$ cat config.mk
export PLATFORM = sky130hd
export DESIGN_NAME = ethernet_general_control
export DESIGN_NICKNAME = d
export VERILOG_FILES = /design/src/rtl/ethernet_general_control_pkg.sv /design/src/rtl/ethernet_general_control.sv
export SDC_FILE = /design/constraint.sdc
export NUM_CORES = 1
export LEC_CHECK = 0
export BUFFER_PORTS_ARGS = -buffer_cell sky130_fd_sc_hd__buf_2
export CORE_UTILIZATION = 34
export CTS_BUF_LIST = sky130_fd_sc_hd__clkbuf_8
export DETAILED_ROUTE_END_ITERATION = 8
export HOLD_SLACK_MARGIN = 0.03
export PLACE_DENSITY = 0.82
export SLEW_MARGIN = 20
export SYNTH_ARGS = -nofsm -noshare
export SYNTH_HDL_FRONTEND = slang
export SYNTH_SLANG_ARGS = --single-unit
$ cat constraint.sdc
create_clock -name clk -period 1.51 [get_ports clk]
set_input_delay 0.302 -clock clk [delete_from_list [all_inputs] [get_ports clk]]
set_output_delay 0.302 -clock clk [all_outputs]
set_load 0.005 [all_outputs]
$ cat src/rtl/ethernet_general_control_pkg.sv
package ethernet_general_control_pkg;

	// ------------------------------------------------------------
	// register map
	// ------------------------------------------------------------
	localparam int           ADDR_W      = 19;        // 512-KByte space
	localparam logic [18:0]  CTRL_OFFSET = 19'h00070; // control word
	localparam logic [5:0]   CTRL_RESET  = 6'h00;     // all engines off
	localparam logic [21:0]  UPPER_ZERO  = 22'h0;     // bits 31:10
	localparam logic [3:0]   MID_ZERO    = 4'h0;      // bits 9:6

	// field positions inside the control word
	localparam int BIT_RX_ENGINE  = 0;
	localparam int BIT_TX_ENGINE  = 1;
	localparam int BIT_RX_DMA     = 2;
	localparam int BIT_TX_DMA     = 3;
	localparam int BIT_RX_FP      = 4;
	localparam int BIT_TX_FP      = 5;
	localparam int BIT_SOFT_INT   = 8;

	// number of DMA request kinds: data, buffer desc, completion desc
	localparam int DMA_KINDS = 3;

	// ------------------------------------------------------------
	// types
	// ------------------------------------------------------------
	typedef enum logic [1:0] {
		SPACE_CFG,
		SPACE_MEM,
		SPACE_IO
	} space_t;

	typedef struct packed {
		space_t              space;
		logic [ADDR_W-1:0]   addr;
		logic                write;
		logic [3:0]          byteEn;
		logic [31:0]         wdata;
	} host_req_t;

	// stored control bits, msb is bit 5 of the word
	typedef struct packed {
		logic txFrameProcessorOn;
		logic rxFrameProcessorOn;
		logic transmitDmaAllow;
		logic receiveDmaAllow;
		logic transmitEngineOn;
		logic receiveEngineOn;
	} ctrl_t;

endpackage

$ cat src/rtl/ethernet_general_control.sv
`timescale 1ns/1ps

module ethernet_general_control (
	input  wire logic                                      clk,              // transmit clock
	input  wire logic                                      rst,              // sync reset
	input  wire logic                                      hostReq,          // host request level
	input  wire ethernet_general_control_pkg::host_req_t   hostCmd,          // held while hostReq
	output logic                                           hostAck,          // ack level
	output logic [31:0]                                    hostRdata,        // read word
	input  wire logic                                      pciMasterError,   // dma-fatal error
	output logic                                           raiseSoftwareInterrupt, // to status word
	output ethernet_general_control_pkg::ctrl_t            ctrlState,        // stored bits
	output logic                                           txFrameProcessorRst, // hold tx fp
	output logic                                           rxFrameProcessorRst, // hold rx fp
	input  wire logic [ethernet_general_control_pkg::DMA_KINDS-1:0] txDmaReqIn, // raw tx req
	output logic [ethernet_general_control_pkg::DMA_KINDS-1:0]      txDmaReq,   // gated tx req
	input  wire logic [ethernet_general_control_pkg::DMA_KINDS-1:0] rxDmaReqIn, // raw rx req
	output logic [ethernet_general_control_pkg::DMA_KINDS-1:0]      rxDmaReq,   // gated rx req
	input  wire logic                                      txIndexWrIn,      // tx index write
	output logic                                           txIndexWr,        // permitted write
	input  wire logic                                      rxIndexWrIn,      // rx index write
	output logic                                           rxIndexWr,        // permitted write
	input  wire logic                                      txFrameValidIn,   // tx data valid
	output logic                                           txFrameValid,     // to network
	input  wire logic                                      rxFrameIn,        // high during frame
	output logic                                           rxFrameValid,     // accepted frame
	output logic                                           rxFrameDropped    // drop pulse
);

	// ------------------------------------------------------------
	// host access synchroniser and handshake
	// ------------------------------------------------------------
	typedef enum logic {
		ACC_IDLE,
		ACC_WAIT
	} acc_state_t;

	acc_state_t accState;
	acc_state_t next_accState;
	logic       reqSync1;
	logic       reqSync2;
	logic       next_hostAck;
	logic [31:0] next_hostRdata;
	logic       access;
	logic       ctrlHit;

	// two-flop catch of the host request level
	// hostCmd is taken as it stands: the host keeps it still while hostReq is up
	always_ff @(posedge clk) begin
		if (rst) begin
			reqSync1 <= 1'b0;
			reqSync2 <= 1'b0;
		end else begin
			reqSync1 <= hostReq;
			reqSync2 <= reqSync1;
		end
	end

	// offset decode is common to every space
	always_comb begin
		access  = (accState == ACC_IDLE) && reqSync2;
		ctrlHit = 1'b0;
		if (hostCmd.addr[18:2] == ethernet_general_control_pkg::CTRL_OFFSET[18:2]) begin
			ctrlHit = 1'b1;
		end else begin
			ctrlHit = 1'b0;
		end
	end

	// four-phase handshake with registered read data
	always_comb begin
		next_accState  = accState;
		next_hostAck   = hostAck;
		next_hostRdata = hostRdata;
		case (accState)
			ACC_IDLE: begin
				if (reqSync2) begin
					next_accState = ACC_WAIT;
					next_hostAck  = 1'b1;
					if (!hostCmd.write && ctrlHit) begin
						next_hostRdata = {ethernet_general_control_pkg::UPPER_ZERO,
							ethernet_general_control_pkg::MID_ZERO, ctrlState};
					end else if (!hostCmd.write) begin
						next_hostRdata = 32'h00000000;
					end
				end
			end
			ACC_WAIT: begin
				if (!reqSync2) begin
					next_accState = ACC_IDLE;
					next_hostAck  = 1'b0;
				end
			end
			default: begin
				next_accState = ACC_IDLE;
				next_hostAck  = 1'b0;
			end
		endcase
	end

	always_ff @(posedge clk) begin
		if (rst) begin
			accState  <= ACC_IDLE;
			hostAck   <= 1'b0;
			hostRdata <= 32'h00000000;
		end else begin
			accState  <= next_accState;
			hostAck   <= next_hostAck;
			hostRdata <= next_hostRdata;
		end
	end

	// ------------------------------------------------------------
	// control word and software interrupt
	// ------------------------------------------------------------
	ethernet_general_control_pkg::ctrl_t next_ctrlState;
	logic                                next_raiseSoftwareInterrupt;
	logic                                ctrlWrite;

	// low byte holds the enables; bits 7:6 are accepted and dropped
	// a master error wins over a write to the dma enables in the same cycle
	always_comb begin
		ctrlWrite                   = access && hostCmd.write && ctrlHit;
		next_ctrlState              = ctrlState;
		next_raiseSoftwareInterrupt = 1'b0;
		if (ctrlWrite && hostCmd.byteEn[0]) begin
			next_ctrlState = hostCmd.wdata[5:0];
		end
		if (ctrlWrite && hostCmd.byteEn[1]) begin
			next_raiseSoftwareInterrupt =
				hostCmd.wdata[ethernet_general_control_pkg::BIT_SOFT_INT];
		end
		if (pciMasterError) begin
			next_ctrlState.transmitDmaAllow = 1'b0;
			next_ctrlState.receiveDmaAllow  = 1'b0;
		end
	end

	always_ff @(posedge clk) begin
		if (rst) begin
			ctrlState              <= ethernet_general_control_pkg::CTRL_RESET;
			raiseSoftwareInterrupt <= 1'b0;
		end else begin
			ctrlState              <= next_ctrlState;
			raiseSoftwareInterrupt <= next_raiseSoftwareInterrupt;
		end
	end

	// ------------------------------------------------------------
	// gating of the engines, processors and DMA
	// ------------------------------------------------------------
	// processors are held in reset while their enable is clear
	always_comb begin
		txFrameProcessorRst = !ctrlState.txFrameProcessorOn;
		rxFrameProcessorRst = !ctrlState.rxFrameProcessorOn;
		txFrameValid = txFrameValidIn && ctrlState.transmitEngineOn;
		txIndexWr    = txIndexWrIn && !ctrlState.transmitDmaAllow;
		rxIndexWr    = rxIndexWrIn && !ctrlState.receiveDmaAllow;
	end

	// each request kind is gated by its direction's dma enable only
	// the engine enables never reach these gates
	genvar k;
	generate
		for (k = 0; k < ethernet_general_control_pkg::DMA_KINDS; k++) begin : gDma
			assign txDmaReq[k] = txDmaReqIn[k] && ctrlState.transmitDmaAllow;
			assign rxDmaReq[k] = rxDmaReqIn[k] && ctrlState.receiveDmaAllow;
		end
	endgenerate

	// ------------------------------------------------------------
	// receive frame admission
	// ------------------------------------------------------------
	logic rxFramePrev;
	logic rxPassing;
	logic next_rxPassing;
	logic next_rxFrameDropped;
	logic rxStart;

	// the decision is taken at frame start and kept to frame end,
	// so a frame already in flight is never cut in half
	always_comb begin
		rxStart             = rxFrameIn && !rxFramePrev;
		next_rxPassing      = rxPassing;
		next_rxFrameDropped = 1'b0;
		if (rxStart) begin
			next_rxPassing      = ctrlState.receiveEngineOn;
			next_rxFrameDropped = !ctrlState.receiveEngineOn;
		end else if (!rxFrameIn) begin
			next_rxPassing = 1'b0;
		end
		rxFrameValid = rxFrameIn && (rxStart ? ctrlState.receiveEngineOn : rxPassing);
	end

	always_ff @(posedge clk) begin
		if (rst) begin
			rxFramePrev    <= 1'b0;
			rxPassing      <= 1'b0;
			rxFrameDropped <= 1'b0;
		end else begin
			rxFramePrev    <= rxFrameIn;
			rxPassing      <= next_rxPassing;
			rxFrameDropped <= next_rxFrameDropped;
		end
	end
endmodule

# Yosys cells after proc, flatten, opt, wreduce, memory -nomap -nowiden
# Cells that the tools add are included.
# word_totals
register_bits	46
latchBits	0
ram_bits	0
rom_bits	0
in_bits	72
out_inout_bits	53
word_cells	62
memories	0
# op_classes
add_sub_neg	0
mul	0
div	0
order_cmp	0
n_eq_ne	5
n_shift	0
n_mux	10
bitwise_logic	3
reduce_logical	29
# ops
op	n
$mux 32	2
$eq 17x5->1 const B	1
$logic_and 1x1->1	17
$logic_not 1->1	7
$mux 1	7
$reduce_or 2->1	3
$ne 2x1->1 const B	2
$ne 2x2->1 const B	2
$not 1->1	3
$reduce_and 3->1	1
$pmux 1 s2	1
$reduce_and 2->1	1

# Depth between registers and ports, before layout
# depth
depth_word	7
mapped_depth	7

# Least setup slack after synthesis
# OpenSTA, ideal clock, no wires.
# synth_path
path_kind	input-to-reg
startpoint	input hostCmd[54] (netlist bit)
endpoint	register hostRdata[0]
setup_ns	0.060
arrival_ns	1.258
setup_slack_ns	0.193
cell_stages	4
path_cell_list	nor3_1 > nand3_4 > nor4_4 > a22o_1
# synth_between
elab_chain_cells	5
elab_cells_between_ends	6
cone_classes	eq/ne: 2; mux: 2; reduce/logical: 2
# synth_rtl
item	line	source
start, declared	ethernet_general_control.sv:7	input wire ethernet_general_control_pkg::host_req_t hostCmd,
$eq 17x5->1 (*)	ethernet_general_control.sv:63	if (hostCmd.addr[18:2] == ethernet_general_control_pkg::CTRL_OFFSET[18:2]) begin
$mux 1 (*)	ethernet_general_control.sv:63	
$logic_and 1x1->1 (*)	ethernet_general_control.sv:80	if (!hostCmd.write && ctrlHit) begin
$ne 2x1->1 (no source line)	--	
$reduce_and 3->1 (no source line)	--	
end signal, assigned	ethernet_general_control.sv:109	hostRdata <= next_hostRdata;
end, declared	ethernet_general_control.sv:9	output logic [31:0] hostRdata,
# Every way passes the cells marked *; elsewhere a longest branch is shown, timed or not.
# A chain may end at the register's enable or synchronous reset.

# Worst setup path after layout
# layout_path
startpoint	register reqSync2
endpoint	register ctrlState[3] (netlist bit)
# layout_between
elab_chain_cells	4
# layout_rtl
item	line	source
start, declared	ethernet_general_control.sv:41	logic reqSync2;
start signal, assigned	ethernet_general_control.sv:55	reqSync2 <= reqSync1;
$logic_and 1x1->1	ethernet_general_control.sv:61	access = (accState == ACC_IDLE) && reqSync2;
$logic_and 1x1->1 (2 in a row)	ethernet_general_control.sv:123	ctrlWrite = access && hostCmd.write && ctrlHit;
$logic_and 1x1->1	ethernet_general_control.sv:126	if (ctrlWrite && hostCmd.byteEn[0]) begin
end signal, assigned	ethernet_general_control.sv:141	ctrlState <= ethernet_general_control_pkg::CTRL_RESET;
end signal, assigned	ethernet_general_control.sv:144	ctrlState <= next_ctrlState;
end, declared	ethernet_general_control.sv:12	output ethernet_general_control_pkg::ctrl_t ctrlState,
# No other way between the ends.

==> results_dict.tcl <==
set metrics [dict create \
    p_per_area_nw_per_um2 813 \
    startpoint_type "flop" \
    wl_um 2150 \
    power_frac_clock 0.446 \
    placementRows 19 \
    port-buffer-count 67 \
    seq_area_frac_synth 0.374 \
    ir_worst_vdd_mv 0.587 \
    antenna_found_initial 0 \
    cts_buffer_depth 2 \
    die_h_um 58.1 \
    crit_top_cell "and3_1" \
    cts-root-buf "clkbuf_8" \
    die_w_um 58.1 \
    hold_path.startpoint "hostReq" \
    drt_iter0_markers 26 \
    cts_setup_buffers 0 \
    fin_crit_ps 1330 \
    clkTransAtPathRegs_ps 70 \
    initial_core_util 0.372 \
    leakagePower_nw 0.743 \
    sw_frac_of_total 0.196 \
    outcome "completed" \
    synth-seq-cells 20 \
    intPower_w 0.000948 \
    cp_max_fo 6 \
    maxCapViolations 0 \
    relSlewSlack 0.652 \
    yosysWarningCount 0 \
    core_um2 2880 \
    gp_congestion 0.729 \
    max_freq_mhz 754 \
    total_power_w 0.00118 \
    synthCells 116 \
    final_cell_mix "buf_2 (67), conb_1 (26), dfxtp_1 (20)" \
    r2r-start "reqSync2" \
    wl_met3_um 226 \
    die_area_um2 3370 \
    cts_tree "built" \
    setup_violations 0 \
    grt-ovfl-total 0 \
    rsz0062_at_grt "no" \
    drive_gt1_frac 0.431 \
    ys_types 26 \
    grt_pass1_vias 852 \
    dp_hpwl_um 1790 \
    setup_tns_ps 0 \
    met2_length_um 1060 \
    grt_use_total 0.130 \
    grt_pass1_wl_um 3440 \
    htreeDepth 1 \
    nets 262 \
    period_share 0.879 \
    wire_per_inst_um 9.35 \
    hold_viol 0 \
    finalMaxSlewViolations 0 \
    topRoutingLayerUsed "met3" \
    area_delta_synth_final_pct 35.7 \
    cts_resized 0 \
    mostFrequentLayoutCell "buf_2" \
    via_per_inst 4.22 \
    drtPass1Iterations 4 \
    antenna_cells 0 \
    cp_data_arrival_time_ps 1510 \
    skew_ps 3.56 \
    startpoint "reqSync2" \
    m1WireLength_um 858 \
    ctsHoldBuffers 0 \
    netlist_area_um2 1070 \
    hold_path_class "in -> reg" \
    cpPeakStageDelay_ps 370 \
    p_comb_frac 0.098 \
    fillerInstances 292 \
    ios 125 \
    cts_buffers 3 \
    vias 970 \
    route.detailed.drc 0 \
    setup.worst_path.end_class "flop" \
    required_ps 1690 \
    cts.sinks 20 \
    seqPwrFrac 0.457 \
    criticalPathCategory "reg -> reg" \
    p_sw_w 0.000232 \
    syn_area_per_cell_um2 9.22 \
    slowest_stage "dfxtp_1" \
    tightestPinTransition_ps 523 \
    grt_max_degree 13 \
    postRouteAntennaNets 0 \
    clock_latency_ps 250 \
    path_cells "ha_1 > and3_1 > and3_1 > nand3_1 > a21boi_0" \
]
-- critical path: cells and delay by family, from the launching register on --
family                     cells  cell delay, ps
AOI/OAI and AO/OA              1             150
and+or+nand+nor                3             570
DFF                            1             370
adders and majority gates      1             170
-- state kept, by name (all words and copies together), names as in the netlist --
name                    count
hostRdata                   6
rxFrameDropped              1
reqSync1                    1
reqSync2                    1
ctrlState                   6
rxFramePrev                 1
raiseSoftwareInterrupt      1
rxPassing                   1
accState                    1
hostAck                     1
-- synthesized netlist by cell type, drive strengths merged --
cell type	instances	area [um2]
buf	28	205
and3	3	20.0
ha	1	12.5
nor4b	2	47.6
nor2	4	15.0
o21ai	6	30.0
nor2b	9	56.3
nor4	3	33.8
a21oi	6	30.0
nor3b	1	7.51
clkbuf	1	3.75
nand2	2	7.51
a21boi	2	15.0
nand3	8	52.6
nor3	1	5.00
a22o	6	52.6
conb	1	3.75
dfxtp	20	400
inv	3	11.3
mux2i	1	10.0
and2	7	43.8
nand4	1	6.26
-- metrics by stage --
stage / setup WS [ps] / cell area [um2] / util / instances / hold slack [ps]
after detailed placement: 18.2 / 1380 / 0.480 / 226 / 425
after global placement: 22.7 / 1380 / 0.480 / 226 / 417
after floorplan: 193 / 1160 / - / 141 / 381
final: 183 / 1450 / 0.505 / 230 / 255
after global routing: 24.5 / 1450 / 0.505 / 230 / 285
after CTS: 163 / 1450 / 0.505 / 230 / 253
-- per-layer routing --
layer	track usage	vias to the layer above
li1	-	491
met5	0	-
met2	0.240	59
met3	0.0513	0
met1	0.141	420
met4	0.0204	0
-- path summary, 6_finish.rpt --
check / to / slack (ps) / cells past startpoint
hold reg to reg: reqSync2 / 440 / 1
setup / recovery: ctrlState[3] / 180 / 5
hold / removal: reqSync1 / 260 / 2
setup reg to reg: ctrlState[3] / 180 / 5
-- power by group through the flow --
stage / Clock (W) / Sequential, W / Combinational (W)
after floorplan: 0 / 0.000551 / 0.0000942
after global placement: 0 / 0.000551 / 0.000115
after detailed placement: 0 / 0.000551 / 0.000116
after CTS: 0.000535 / 0.000539 / 0.000116
after global routing: 0.000558 / 0.000540 / 0.000131
final: 0.000526 / 0.000539 / 0.000115
-- cell families (layout without fill, tap and decap cells) --
family                     Yosys count  count (layout)  synth area share
AOI/OAI and AO/OA                   20              20             0.119
other                                1              26           0.00351
adders and majority gates            1               1            0.0117
muxes                                1               1           0.00936
and+or+nand+nor                     41              41             0.276
DFF                                 20              20             0.374
buffers and inverters               32              79             0.206
-- area by class of cell --
class	count	area, um2	area share
multi-input combinational	89	543	0.374
sequential	20	400	0.276
timing repair buffer	72	373	0.257
tap	42	52.6	0.0362
clock buffer	3	41.3	0.0284
clock inverter	1	30.0	0.0207
inverter	3	11.3	0.00776
No activity file was read; power rests on OpenSTA's default activity.
